==> src/logic/trig_route_pkg.sv <==
package trig_route_pkg;

    localparam int NUM_LINES = 11;
    localparam int ADDR_W    = 8;
    localparam int TYPE_W    = 10;
    localparam int SEL_W     = 4;

    // trigger type codes
    localparam logic [TYPE_W-1:0] TYPE_NONE         = 10'd600;
    localparam logic [TYPE_W-1:0] TYPE_DIGITAL_EDGE = 10'd601;
    localparam logic [TYPE_W-1:0] TYPE_SOFTWARE     = 10'd604;

    // terminal codes: 0 func_line_0, 1 func_line_1, 2..9 backplane 0..7,
    // 10 star; export codes are terminal code plus one, 0 is export_off
    localparam logic [SEL_W-1:0] TERM_LAST  = 4'ha;
    localparam logic [SEL_W-1:0] EXPORT_OFF = 4'h0;

    // register byte offsets
    localparam logic [ADDR_W-1:0] OFS_ADV_TYPE = 8'h00;
    localparam logic [ADDR_W-1:0] OFS_ADV_SRC  = 8'h04;
    localparam logic [ADDR_W-1:0] OFS_ARM_TYPE = 8'h08;
    localparam logic [ADDR_W-1:0] OFS_ARM_SRC  = 8'h0c;
    localparam logic [ADDR_W-1:0] OFS_ADV_EXP  = 8'h10;
    localparam logic [ADDR_W-1:0] OFS_RFS_EXP  = 8'h14;
    localparam logic [ADDR_W-1:0] OFS_RFA_EXP  = 8'h18;
    localparam logic [ADDR_W-1:0] OFS_SW_TRIG  = 8'h1c;
    localparam logic [ADDR_W-1:0] OFS_STATUS   = 8'h20;

    // field positions
    localparam int SW_ADV_BIT    = 0;
    localparam int SW_ARM_BIT    = 1;
    localparam int ST_ARM_BIT    = 0;
    localparam int ST_ADV_BIT    = 1;
    localparam int ST_LINES_LSB  = 16;

    localparam logic [1:0] RESP_OKAY   = 2'h0;
    localparam logic [1:0] RESP_SLVERR = 2'h2;

    typedef struct packed {
        logic [NUM_LINES-1:0] sync1;
        logic [NUM_LINES-1:0] sync2;
        logic [NUM_LINES-1:0] sync3;
        logic [NUM_LINES-1:0] filt;
        logic [TYPE_W-1:0]    adv_type;
        logic [TYPE_W-1:0]    arm_type;
        logic [SEL_W-1:0]     adv_src;
        logic [SEL_W-1:0]     arm_src;
        logic [SEL_W-1:0]     adv_exp;
        logic [SEL_W-1:0]     rfs_exp;
        logic [SEL_W-1:0]     rfa_exp;
        logic                 advance_trig;
        logic                 arm_ref_trig;
        logic                 arm_seen;
        logic                 adv_seen;
        logic [NUM_LINES-1:0] line_out;
        logic [NUM_LINES-1:0] line_oe;
        logic                 aw_hold;
        logic [ADDR_W-1:0]    awaddr;
        logic                 w_hold;
        logic [31:0]          wdata;
        logic [3:0]           wstrb;
        logic                 bvalid;
        logic [1:0]           bresp;
        logic                 rvalid;
        logic [31:0]          rdata;
        logic [1:0]           rresp;
    } state_s;

endpackage : trig_route_pkg

==> src/logic/trigger_route_select.sv <==
`timescale 1ns/100ps
module trigger_route_select
    import trig_route_pkg::*;
(
    input  wire logic                 clk,
    input  wire logic                 rst_n,
    input  wire logic [ADDR_W-1:0]    s_axi_awaddr,
    input  wire logic                 s_axi_awvalid,
    output logic                      s_axi_awready,
    input  wire logic [31:0]          s_axi_wdata,
    input  wire logic [3:0]           s_axi_wstrb,
    input  wire logic                 s_axi_wvalid,
    output logic                      s_axi_wready,
    output logic [1:0]                s_axi_bresp,
    output logic                      s_axi_bvalid,
    input  wire logic                 s_axi_bready,
    input  wire logic [ADDR_W-1:0]    s_axi_araddr,
    input  wire logic                 s_axi_arvalid,
    output logic                      s_axi_arready,
    output logic [31:0]               s_axi_rdata,
    output logic [1:0]                s_axi_rresp,
    output logic                      s_axi_rvalid,
    input  wire logic                 s_axi_rready,
    input  wire logic [NUM_LINES-1:0] line_in,
    output logic [NUM_LINES-1:0]      line_out,
    output logic [NUM_LINES-1:0]      line_oe,
    input  wire logic                 ready_for_start,
    input  wire logic                 ready_for_advance,
    output logic                      advance_trig,
    output logic                      arm_ref_trig
);

    state_s q;
    state_s n;

    // register slots behind the byte offsets
    typedef enum {
        SLOT_NONE,
        SLOT_ADV_TYPE,
        SLOT_ADV_SRC,
        SLOT_ARM_TYPE,
        SLOT_ARM_SRC,
        SLOT_ADV_EXP,
        SLOT_RFS_EXP,
        SLOT_RFA_EXP,
        SLOT_SW_TRIG,
        SLOT_STATUS
    } slot_e;

    // shared by write and read paths so the two maps cannot drift apart
    function automatic slot_e slot_of(
        input logic [ADDR_W-1:0] a
    );
        slot_e s;
        s = SLOT_NONE;
        if (a == OFS_ADV_TYPE) begin
            s = SLOT_ADV_TYPE;
        end else if (a == OFS_ADV_SRC) begin
            s = SLOT_ADV_SRC;
        end else if (a == OFS_ARM_TYPE) begin
            s = SLOT_ARM_TYPE;
        end else if (a == OFS_ARM_SRC) begin
            s = SLOT_ARM_SRC;
        end else if (a == OFS_ADV_EXP) begin
            s = SLOT_ADV_EXP;
        end else if (a == OFS_RFS_EXP) begin
            s = SLOT_RFS_EXP;
        end else if (a == OFS_RFA_EXP) begin
            s = SLOT_RFA_EXP;
        end else if (a == OFS_SW_TRIG) begin
            s = SLOT_SW_TRIG;
        end else if (a == OFS_STATUS) begin
            s = SLOT_STATUS;
        end
        return s;
    endfunction : slot_of

    // one terminal out of the synchronised set
    function automatic logic term_pick(
        input logic [NUM_LINES-1:0] v,
        input logic [SEL_W-1:0]     sel
    );
        logic r;
        r = 1'b0;
        for (int i = 0; i < NUM_LINES; i++) begin
            if (sel == SEL_W'(i)) begin
                r = v[i];
            end
        end
        return r;
    endfunction : term_pick

    // one-hot line mask for an export selector, empty when off
    function automatic logic [NUM_LINES-1:0] export_mask(
        input logic [SEL_W-1:0] sel
    );
        logic [NUM_LINES-1:0] m;
        m = '0;
        for (int i = 0; i < NUM_LINES; i++) begin
            if (sel == SEL_W'(i + 1)) begin
                m[i] = 1'b1;
            end
        end
        return m;
    endfunction : export_mask

    function automatic logic [31:0] apply_strb(
        input logic [31:0] old,
        input logic [31:0] data,
        input logic [3:0]  strb
    );
        logic [31:0] r;
        r = old;
        for (int b = 0; b < 4; b++) begin
            if (strb[b]) begin
                r[b*8 +: 8] = data[b*8 +: 8];
            end
        end
        return r;
    endfunction : apply_strb

    assign s_axi_awready = !q.aw_hold && !q.bvalid;
    assign s_axi_wready  = !q.w_hold && !q.bvalid;
    assign s_axi_arready = !q.rvalid;
    assign s_axi_bvalid  = q.bvalid;
    assign s_axi_bresp   = q.bresp;
    assign s_axi_rvalid  = q.rvalid;
    assign s_axi_rdata   = q.rdata;
    assign s_axi_rresp   = q.rresp;
    assign line_out      = q.line_out;
    assign line_oe       = q.line_oe;
    assign advance_trig  = q.advance_trig;
    assign arm_ref_trig  = q.arm_ref_trig;

    always_comb begin
        logic                 aw_take;
        logic                 w_take;
        logic                 do_wr;
        logic [ADDR_W-1:0]    wa;
        logic [31:0]          wd;
        logic [3:0]           ws;
        logic                 sw_adv;
        logic                 sw_arm;
        logic                 clr_arm;
        logic                 clr_adv;
        logic [NUM_LINES-1:0] rise;
        logic                 adv_fire;
        logic                 arm_fire;
        logic [NUM_LINES-1:0] m_adv;
        logic [NUM_LINES-1:0] m_rfs;
        logic [NUM_LINES-1:0] m_rfa;
        logic [31:0]          rd;
        logic [1:0]           rr;
        aw_take  = s_axi_awvalid && s_axi_awready;
        w_take   = s_axi_wvalid && s_axi_wready;
        do_wr    = (q.aw_hold || aw_take) && (q.w_hold || w_take)
                   && !q.bvalid;
        wa       = q.aw_hold ? q.awaddr : s_axi_awaddr;
        wd       = q.w_hold ? q.wdata : s_axi_wdata;
        ws       = q.w_hold ? q.wstrb : s_axi_wstrb;
        sw_adv   = 1'b0;
        sw_arm   = 1'b0;
        clr_arm  = 1'b0;
        clr_adv  = 1'b0;
        rise     = '0;
        adv_fire = 1'b0;
        arm_fire = 1'b0;
        m_adv    = '0;
        m_rfs    = '0;
        m_rfa    = '0;
        rd       = '0;
        rr       = RESP_OKAY;
        n        = q;

        // three-stage synchroniser; a level counts once stages 2 and 3 agree
        n.sync1 = line_in;
        n.sync2 = q.sync1;
        n.sync3 = q.sync2;
        n.filt  = (q.sync2 & q.sync3) | (q.filt & (q.sync2 | q.sync3));
        rise    = q.sync2 & q.sync3 & ~q.filt;

        // write channel: address and data taken in either order
        if (aw_take) begin
            n.aw_hold = 1'b1;
            n.awaddr  = s_axi_awaddr;
        end
        if (w_take) begin
            n.w_hold = 1'b1;
            n.wdata  = s_axi_wdata;
            n.wstrb  = s_axi_wstrb;
        end
        if (q.bvalid && s_axi_bready) begin
            n.bvalid = 1'b0;
        end
        if (do_wr) begin
            n.aw_hold = 1'b0;
            n.w_hold  = 1'b0;
            n.bvalid  = 1'b1;
            n.bresp   = RESP_OKAY;
            case (slot_of(wa))
                SLOT_ADV_TYPE: begin
                    n.adv_type = TYPE_W'(apply_strb(32'(q.adv_type), wd, ws));
                end
                SLOT_ADV_SRC: begin
                    n.adv_src = SEL_W'(apply_strb(32'(q.adv_src), wd, ws));
                end
                SLOT_ARM_TYPE: begin
                    n.arm_type = TYPE_W'(apply_strb(32'(q.arm_type), wd, ws));
                end
                SLOT_ARM_SRC: begin
                    n.arm_src = SEL_W'(apply_strb(32'(q.arm_src), wd, ws));
                end
                SLOT_ADV_EXP: begin
                    n.adv_exp = SEL_W'(apply_strb(32'(q.adv_exp), wd, ws));
                end
                SLOT_RFS_EXP: begin
                    n.rfs_exp = SEL_W'(apply_strb(32'(q.rfs_exp), wd, ws));
                end
                SLOT_RFA_EXP: begin
                    n.rfa_exp = SEL_W'(apply_strb(32'(q.rfa_exp), wd, ws));
                end
                SLOT_SW_TRIG: begin
                    sw_adv = ws[0] && wd[SW_ADV_BIT];
                    sw_arm = ws[0] && wd[SW_ARM_BIT];
                end
                SLOT_STATUS: begin
                    clr_arm = ws[0] && wd[ST_ARM_BIT];
                    clr_adv = ws[0] && wd[ST_ADV_BIT];
                end
                default: begin
                    n.bresp = RESP_SLVERR;
                end
            endcase
        end

        // advance trigger; unknown type codes behave as none
        case (q.adv_type)
            TYPE_DIGITAL_EDGE: begin
                // source consulted only in this type
                adv_fire = (q.adv_src <= TERM_LAST)
                           && term_pick(rise, q.adv_src);
            end
            TYPE_SOFTWARE: begin
                adv_fire = sw_adv;
            end
            default: begin
                adv_fire = 1'b0;
            end
        endcase

        case (q.arm_type)
            TYPE_DIGITAL_EDGE: begin
                arm_fire = (q.arm_src <= TERM_LAST)
                           && term_pick(rise, q.arm_src);
            end
            TYPE_SOFTWARE: begin
                arm_fire = sw_arm;
            end
            default: begin
                arm_fire = 1'b0;
            end
        endcase

        n.advance_trig = adv_fire;
        n.arm_ref_trig = arm_fire;
        // sticky flags: a new trigger beats a clear in the same cycle
        n.arm_seen = arm_fire || (q.arm_seen && !clr_arm);
        n.adv_seen = adv_fire || (q.adv_seen && !clr_adv);

        // export routing; idle selected lines are driven low
        m_adv = export_mask(q.adv_exp);
        m_rfs = export_mask(q.rfs_exp);
        m_rfa = export_mask(q.rfa_exp);
        n.line_oe  = m_adv | m_rfs | m_rfa;
        n.line_out = (m_adv & {NUM_LINES{adv_fire}})
                   | (m_rfs & {NUM_LINES{ready_for_start}})
                   | (m_rfa & {NUM_LINES{ready_for_advance}});

        // read channel
        if (q.rvalid && s_axi_rready) begin
            n.rvalid = 1'b0;
        end
        if (s_axi_arvalid && s_axi_arready) begin
            case (slot_of(s_axi_araddr))
                SLOT_ADV_TYPE: begin
                    rd = 32'(q.adv_type);
                end
                SLOT_ADV_SRC: begin
                    rd = 32'(q.adv_src);
                end
                SLOT_ARM_TYPE: begin
                    rd = 32'(q.arm_type);
                end
                SLOT_ARM_SRC: begin
                    rd = 32'(q.arm_src);
                end
                SLOT_ADV_EXP: begin
                    rd = 32'(q.adv_exp);
                end
                SLOT_RFS_EXP: begin
                    rd = 32'(q.rfs_exp);
                end
                SLOT_RFA_EXP: begin
                    rd = 32'(q.rfa_exp);
                end
                SLOT_SW_TRIG: begin
                    rd = '0;
                end
                SLOT_STATUS: begin
                    rd[ST_ARM_BIT] = q.arm_seen;
                    rd[ST_ADV_BIT] = q.adv_seen;
                    rd[ST_LINES_LSB +: NUM_LINES] = q.filt;
                end
                default: begin
                    rr = RESP_SLVERR;
                end
            endcase
            n.rvalid = 1'b1;
            n.rdata  = rd;
            n.rresp  = rr;
        end
    end

    always_ff @(posedge clk or negedge rst_n) begin
        if (!rst_n) begin
            q.sync1        <= '0;
            q.sync2        <= '0;
            q.sync3        <= '0;
            q.filt         <= '0;
            q.adv_type     <= TYPE_NONE;
            q.arm_type     <= TYPE_NONE;
            q.adv_src      <= '0;
            q.arm_src      <= '0;
            q.adv_exp      <= EXPORT_OFF;
            q.rfs_exp      <= EXPORT_OFF;
            q.rfa_exp      <= EXPORT_OFF;
            q.advance_trig <= 1'b0;
            q.arm_ref_trig <= 1'b0;
            q.arm_seen     <= 1'b0;
            q.adv_seen     <= 1'b0;
            q.line_out     <= '0;
            q.line_oe      <= '0;
            q.aw_hold      <= 1'b0;
            q.awaddr       <= '0;
            q.w_hold       <= 1'b0;
            q.wdata        <= '0;
            q.wstrb        <= '0;
            q.bvalid       <= 1'b0;
            q.bresp        <= RESP_OKAY;
            q.rvalid       <= 1'b0;
            q.rdata        <= '0;
            q.rresp        <= RESP_OKAY;
        end else begin
            q <= n;
        end
    end

endmodule : trigger_route_select

==> config.mk <==
export PLATFORM = sky130hd
export DESIGN_NAME = trigger_route_select
export DESIGN_NICKNAME = d
export VERILOG_FILES = /design/src/logic/trig_route_pkg.sv /design/src/logic/trigger_route_select.sv
export SDC_FILE = /design/constraint.sdc
export NUM_CORES = 1
export LEC_CHECK = 0
export ABC_AREA = 0
export BUFFER_PORTS_ARGS = -buffer_cell sky130_fd_sc_hd__buf_2
export CORE_AREA = 2 2 116 118
export DETAILED_ROUTE_END_ITERATION = 7
export DIE_AREA = 0 0 118 120
export GPL_TIMING_DRIVEN = 0
export PLACE_DENSITY_LB_ADDON = 0.25
export SLEW_MARGIN = 30
export SYNTH_ARGS = -nofsm -noshare
export SYNTH_HDL_FRONTEND = slang
export SYNTH_SLANG_ARGS = --single-unit
==> constraint.sdc <==
create_clock -name clk -period 5.4 [get_ports clk]
set_input_delay 1.08 -clock clk [delete_from_list [all_inputs] [get_ports clk]]
set_output_delay 1.08 -clock clk [all_outputs]
set_load 0.1 [all_outputs]
==> results of run 1 <==
final cells by class:
| cell class | instances | area [µm²] | share of cell area, % |
|---|---|---|---|
| Clock buffer | 19 | 443 | 4.87 |
| Timing Repair Buffer | 99 | 528 | 5.81 |
| Inverter | 14 | 52.6 | 0.578 |
| Sequential cell | 157 | 3940 | 43.3 |
| Tap cell | 176 | 220 | 2.42 |
| Multi-Input combinational cell | 436 | 3140 | 34.5 |
| Buffer | 84 | 551 | 6.06 |
| Clock inverter | 11 | 216 | 2.38 |
metrics by stage:
step                      util [%]  instance area [µm²]  setup slack (ns)
final                         70.0                 9090              2.44
after global routing          70.0                 9090              2.33
after CTS                     70.0                 9080              2.35
after detailed placement      64.9                 8420              1.91
after global placement        64.6                 8390              1.16
after floorplan                  -                 7680              2.11
cell families after synthesis:
family | count (synthesis)
DFF | 157
other | 1
adders and majority gates | 11
muxes | 79
buffers and inverters | 98
AOI/OAI and AO/OA | 132
and+or+nand+nor | 198
xor gates and xnor gates | 3
registers in the layout, indices dropped and copies added, names as in the netlist:
signal,cells
s_axi_rdata,21
n,22
line_oe,11
q,86
line_out,11
s_axi_bvalid,1
s_axi_bresp,1
advance_trig,1
s_axi_rresp,1
arm_ref_trig,1
s_axi_rvalid,1
power breakdown:
group          switching, µW  internal, µW  leakage, µW  total [µW]
Sequential               132          1340      0.00198        1470
Clock                    456           873     0.000311        1330
Combinational            698           384      0.00195        1080
Total                   1290          2600      0.00424        3880
Yosys cell counts, types with 10 or more instances:
| cell | instances | area (µm²) |
|---|---|---|
| nand3_1 | 15 | 75.1 |
| clkbuf_1 | 20 | 75.1 |
| inv_1 | 14 | 52.6 |
| nor3_1 | 10 | 50.1 |
| mux2_2 | 62 | 698 |
| nand2_1 | 64 | 240 |
| buf_4 | 58 | 435 |
| mux2i_1 | 15 | 150 |
| a22oi_1 | 20 | 150 |
| dfrtp_1 | 149 | 3730 |
| nor2_1 | 15 | 56.3 |
| o21ai_0 | 45 | 225 |
| maj3_1 | 11 | 110 |
| nor2b_1 | 21 | 131 |
final timing paths:
check                                   end  cells after the start
max in group asynchronous            q[159]                      2
min in group asynchronous        line_oe[1]                      1
worst max-delay path            line_out[2]                      7
worst min-delay path                 n[168]                      0
worst min register to register       n[168]                      0
worst max register to register       q[107]                      5
cells in the final DEF (no fill, tap or decap), types with 5 or more instances in the layout:
cell type    n
nand3_1     15
conb_1      13
and3b_1      5
clkbuf_1    21
dfstp_2      8
buf_2       99
buf_4       58
a32oi_1      7
o21ai_0     45
a31oi_1      5
nor4bb_1     5
bufinv_16    6
mux2_2      62
nand2_1     64
nor2_1      15
nor2b_1     21
mux2i_1     15
and2_1       5
clkbuf_16   17
a21oi_1      6
nor4_1       8
dfrtp_1    149
and3_1       8
maj3_1      11
inv_1       14
nor3_1      10
nand2b_1     7
a22oi_1     20
layer usage:
layer  track usage, %  routed length [µm]
met5                0                   0
met2             42.6                8420
met4             9.19                 453
met3             5.99                1030
met1             34.9                7640
worst max-delay path, cell delays in order:
cell and delay, ns:
buf_2 0.10, or4_4 0.58, o32a_1 0.39, nor3_1 0.36, a221oi_1 0.24, clkbuf_1 0.28, o21ai_0 0.25
==> flow_summary.json, run 1 <==
{
  "grt_pass1_wl_um": 29000,
  "worst_min_delay_path_startpoint": "n[179]",
  "wl_per_cell_um": 17.6,
  "die_height_um": 120,
  "setup_viol": 0,
  "via_count_of_the_first_global_routing_pass": 5653,
  "post_cts_resize_count": 0,
  "flow.area_growth_from_synthesis_pct": 19.1,
  "postSynth.asyncResetShare_pct": 100,
  "synth_xor_area_share_pct": 0.344,
  "finalPower_uw": 3880,
  "io_pins": 137,
  "synth-warning-count": 0,
  "synthDistinctLibCells": 73,
  "post-route-min-period_ns": 2.96,
  "proportion_of_layout_cells_with_a_drive_suffix_above_1_pct": 34.0,
  "post_synth_mux_area_share_pct": 11.5,
  "post_layout_nonfiller_instances": 996,
  "post_synth_and_or_nand_nor_area_fraction_pct": 14.8,
  "route.detailed.drc": 0,
  "worst_r2r_src": "q[139]",
  "combinational_family_with_the_most_area_after_synthesis": "simple AND/OR/NAND/NOR gates",
  "drt_via_density": 5.84,
  "worstMarginPinSlew_ns": 0.700,
  "drt-initial-drc-count": 594,
  "rsz_0062_raised_after_global_routing": "no",
  "synth_compound_area_share_pct": 12.3,
  "total_leakage_power_uw": 0.00424,
  "total_setup_buffers_inserted_after_cts": 0,
  "grt_max_degree": 94,
  "insertion_delay_of_the_later_clocked_pin_in_the_worst_skew_pair_ns": 0.42,
  "synthesis.instances": 679,
  "drt_pre_antenna_iters": 7,
  "path_class": "input port to flip-flop",
  "coreArea_um2": 13000,
  "timing.setup.tns_ns": 0,
  "max_freq_mhz": 338,
  "syn-cell-area_um2": 7630,
  "number_of_antenna_violations_at_the_first_check_in_global_routing": 0,
  "dp_cells": 966,
  "htree_num_levels": 4,
  "numClockSinks": 157,
  "syn-mean-instance-area_um2": 11.2,
  "timing.slew.headroom_pct": 52.0,
  "register_area_share_after_synthesis_pct": 51.6,
  "cp_data_arrival_time_ns": 3.28,
  "clock-root-buffer": "clkbuf_16",
  "num-fill-cells": 943,
  "critPathRequiredTime_ns": 5.72,
  "totalWireLength_um": 17500,
  "timing.hold.worst.class": "flip-flop to flip-flop",
  "peakVddDrop_uv": 526,
  "floorplan.die.width_um": 118,
  "synth-edff-count": 0,
  "synthFlopType": "dfrtp_1",
  "worst_setup_path_startpoint": "s_axi_awaddr[0]",
  "final_nets": 881,
  "clock_tree_from_tritoncts": "done",
  "dp.final_hpwl_um": 12800,
  "global_route.overflow_total": 0,
  "place.gp.congestion": 0.860,
  "setup.worst_path.start_class": "input port",
  "p_per_area_nw_per_um2": 427,
  "cts-root-to-sink-buffers": 2,
  "run_status": "completed",
  "hold_viol": 0,
  "dieArea_um2": 14200,
  "floorplan.initialDensity_pct": 58.8,
  "overall_via_count_from_detail_route": 5817,
  "synth_adder_area_share_pct": 1.44,
  "drtAntennaViolNets": 0,
  "timing.reg2reg.setup_slack_ns": 2.68,
  "min_period_over_period_pct": 54.8,
  "count_of_input_and_output_buffers": 98,
  "synthesized_flop_and_latch_total": 157,
  "timing.hold.ws_ns": 0.348,
  "postCtsHoldBufs": 0,
  "path_max_fanout": 10,
  "skew_ns": 0.00868,
  "maxSlewViolCount": 0,
  "placement_rows": 42,
  "drv.max_cap_violation_count": 0,
  "worst_setup_path_end_kind": "flip-flop",
  "clkTransAtPathRegs_ns": 0.06,
  "gr_usage_total_pct": 26.2,
  "insertedDiodeCount": 0,
  "cts_buffers": 17
}
Note: power is estimated with default switching activity, not from simulation.
==> run 2: changes to the inputs <==
--- a/config.mk
+++ b/config.mk
@@ -7,9 +7,9 @@
 export LEC_CHECK = 0
 export ABC_AREA = 0
 export BUFFER_PORTS_ARGS = -buffer_cell sky130_fd_sc_hd__buf_2
-export CORE_AREA = 2 2 116 118
+export CORE_AREA = 2 2 126 128
 export DETAILED_ROUTE_END_ITERATION = 7
-export DIE_AREA = 0 0 118 120
+export DIE_AREA = 0 0 128 130
 export GPL_TIMING_DRIVEN = 0
 export PLACE_DENSITY_LB_ADDON = 0.25
 export SLEW_MARGIN = 30
==> constraint.sdc (replaced) <==
create_clock -name clk -period 2.6 [get_ports clk]
set_input_delay 0.52 -clock clk [delete_from_list [all_inputs] [get_ports clk]]
set_output_delay 0.52 -clock clk [all_outputs]
set_load 0.1 [all_outputs]
==> flow_summary.json, run 2 (same netlist as run 1, synthesis figures left out) <==
{
  "post-route-min-period_ns": 2.49,
  "hold_viol": 0,
  "timing.hold.worst.class": "input port to asynchronous set/reset pin",
  "clock-root-buffer": "clkbuf_16",
  "coreArea_um2": 15400,
  "most-common-layout-cells": "dfrtp_1, buf_2, nand2_1",
  "timing.slew.headroom_pct": 46.9,
  "dieArea_um2": 16600,
  "peakVddDrop_uv": 973,
  "cts_buffers": 17,
  "drtAntennaViolNets": 0,
  "post_layout_nonfiller_instances": 1016,
  "setup_viol": 0,
  "placement_rows": 46,
  "regMostFlops": "q",
  "overall_via_count_from_detail_route": 5703,
  "floorplan.die.width_um": 128,
  "path_class": "flip-flop to flip-flop",
  "floorplan.initialDensity_pct": 49.5,
  "number_of_antenna_violations_at_the_first_check_in_global_routing": 0,
  "place.gp.congestion": 0.905,
  "wl_per_cell_um": 17.5,
  "rsz_0062_raised_after_global_routing": "no",
  "drt_via_density": 5.61,
  "htree_num_levels": 4,
  "mostFrequentLayoutCell": "dfrtp_1",
  "worst_setup_path_end_kind": "flip-flop",
  "final_core_util_pct": 59.1,
  "min_period_over_period_pct": 95.8,
  "max_freq_mhz": 402,
  "insertion_delay_of_the_later_clocked_pin_in_the_worst_skew_pair_ns": 0.42,
  "skew_ns": 0.00564,
  "drt-initial-drc-count": 346,
  "cts-root-to-sink-buffers": 2,
  "drt_pre_antenna_iters": 5,
  "insertedDiodeCount": 0,
  "clkTransAtPathRegs_ns": 0.06,
  "die_height_um": 130,
  "setup.worst_path.start_class": "flip-flop",
  "dp_cells": 982,
  "io_pins": 137,
  "grt_pass1_wl_um": 28300,
  "flow.area_growth_from_synthesis_pct": 19.5,
  "global_route.overflow_total": 0,
  "clock_tree_from_tritoncts": "done",
  "postLayoutCellArea_um2": 9120,
  "drv.max_cap_violation_count": 0,
  "proportion_of_layout_cells_with_a_drive_suffix_above_1_pct": 35.1,
  "worstMarginPinSlew_ns": 0.788,
  "route.detailed.drc": 0,
  "maxSlewViolCount": 0,
  "count_of_input_and_output_buffers": 98,
  "final_nets": 883,
  "numClockSinks": 157,
  "grt_max_degree": 89,
  "dp.final_hpwl_um": 13200,
  "total_leakage_power_uw": 0.00424,
  "gr_usage_total_pct": 22.0,
  "critPathRequiredTime_ns": 2.91,
  "cp_data_arrival_time_ns": 2.80,
  "run_status": "completed",
  "via_count_of_the_first_global_routing_pass": 5532,
  "dpl-instance-area_um2": 8450,
  "path_max_fanout": 7,
  "postCtsHoldBufs": 0,
  "totalWireLength_um": 17800,
  "p_per_area_nw_per_um2": 867,
  "largest_register_ff_count": 86
}
==> run 2: cell types whose count changed in the layout (fill, tap and decap cells not counted), moves of 2 or more <==
cell	change
bufinv_16	-3
inv_6	+3
buf_4	+2
clkbuf_1	-2
clkinv_4	+2
clkinvlp_4	+2
==> run 2: worst paths after layout <==
kind                              from  endpoint  slack (ns)  cells past startpoint
min reg2reg                     n[173]    n[162]        0.35                      0
max in group asynchronous        rst_n    q[149]        1.69                      2
max reg2reg                      q[75]    q[132]        0.11                      6
min in group clk           line_in[10]    n[182]        0.20                      1
min                              rst_n    n[172]        0.09                      1
max                              q[75]    q[132]        0.11                      6
==> run 2: area by class of cell <==
cell class                      count  area [µm²]
Fill cell                        1288        6310
Sequential cell                   157        3940
Multi-Input combinational cell    436        3160
Buffer                             84         552
Timing Repair Buffer              101         543
Clock buffer                       18         439
Tap cell                          192         240
Clock inverter                     14         184
Inverter                           14        56.3
==> run 2: worst max-delay path: stages, from the launching register on <==
cell	delay [ns]
dfrtp_1	0.37
or4_1	0.66
mux2_2	0.35
a311oi_2	0.41
nor4_4	0.09
buf_4	0.20
mux2_4	0.30
==> run 2: what timing repair did <==
| item | 4_1_cts | 5_1_grt |
|---|---|---|
| resized for setup | 2 | 6 |
| pin swaps | 0 | 1 |
| endpoints found under the hold margin | 0 | 0 |
| endpoints found under the setup margin | 10 | 16 |
| buffers inserted | 0 | 2 |
==> run 2: power by group <==
part	total (µW)	switching, µW	internal [µW]	leakage (µW)
sequential	3060	278	2780	0.00198
combinational	2270	1470	803	0.00197
clock	2580	1020	1550	0.000292
total	7910	2770	5140	0.00424
==> run 2: metrics by stage <==
stage / TNS, ns / setup slack [ns] / power [µW] / hold slack (ns)
floorplan: -0.262 / -0.131 / 4790 / 0.224
finish: 0 / 0.110 / 7910 / 0.0919
detailed placement: -5.54 / -0.317 / 5340 / 0.335
global route: 0 / 0.00517 / 8280 / 0.136
CTS: 0 / 0.00679 / 7940 / 0.108
global placement: -175.29 / -1.39 / 5280 / 0.331
==> run 2: layer usage <==
layer	share of wire (%)	up-vias	global-route usage (%)	routed length (µm)
met5	0	-	0	0
met1	44	2770	29.3	7900
met4	2.3	0	8.99	409
met2	48	210	35.6	8600
li1	-	2689	-	-
met3	5.1	34	4.55	906
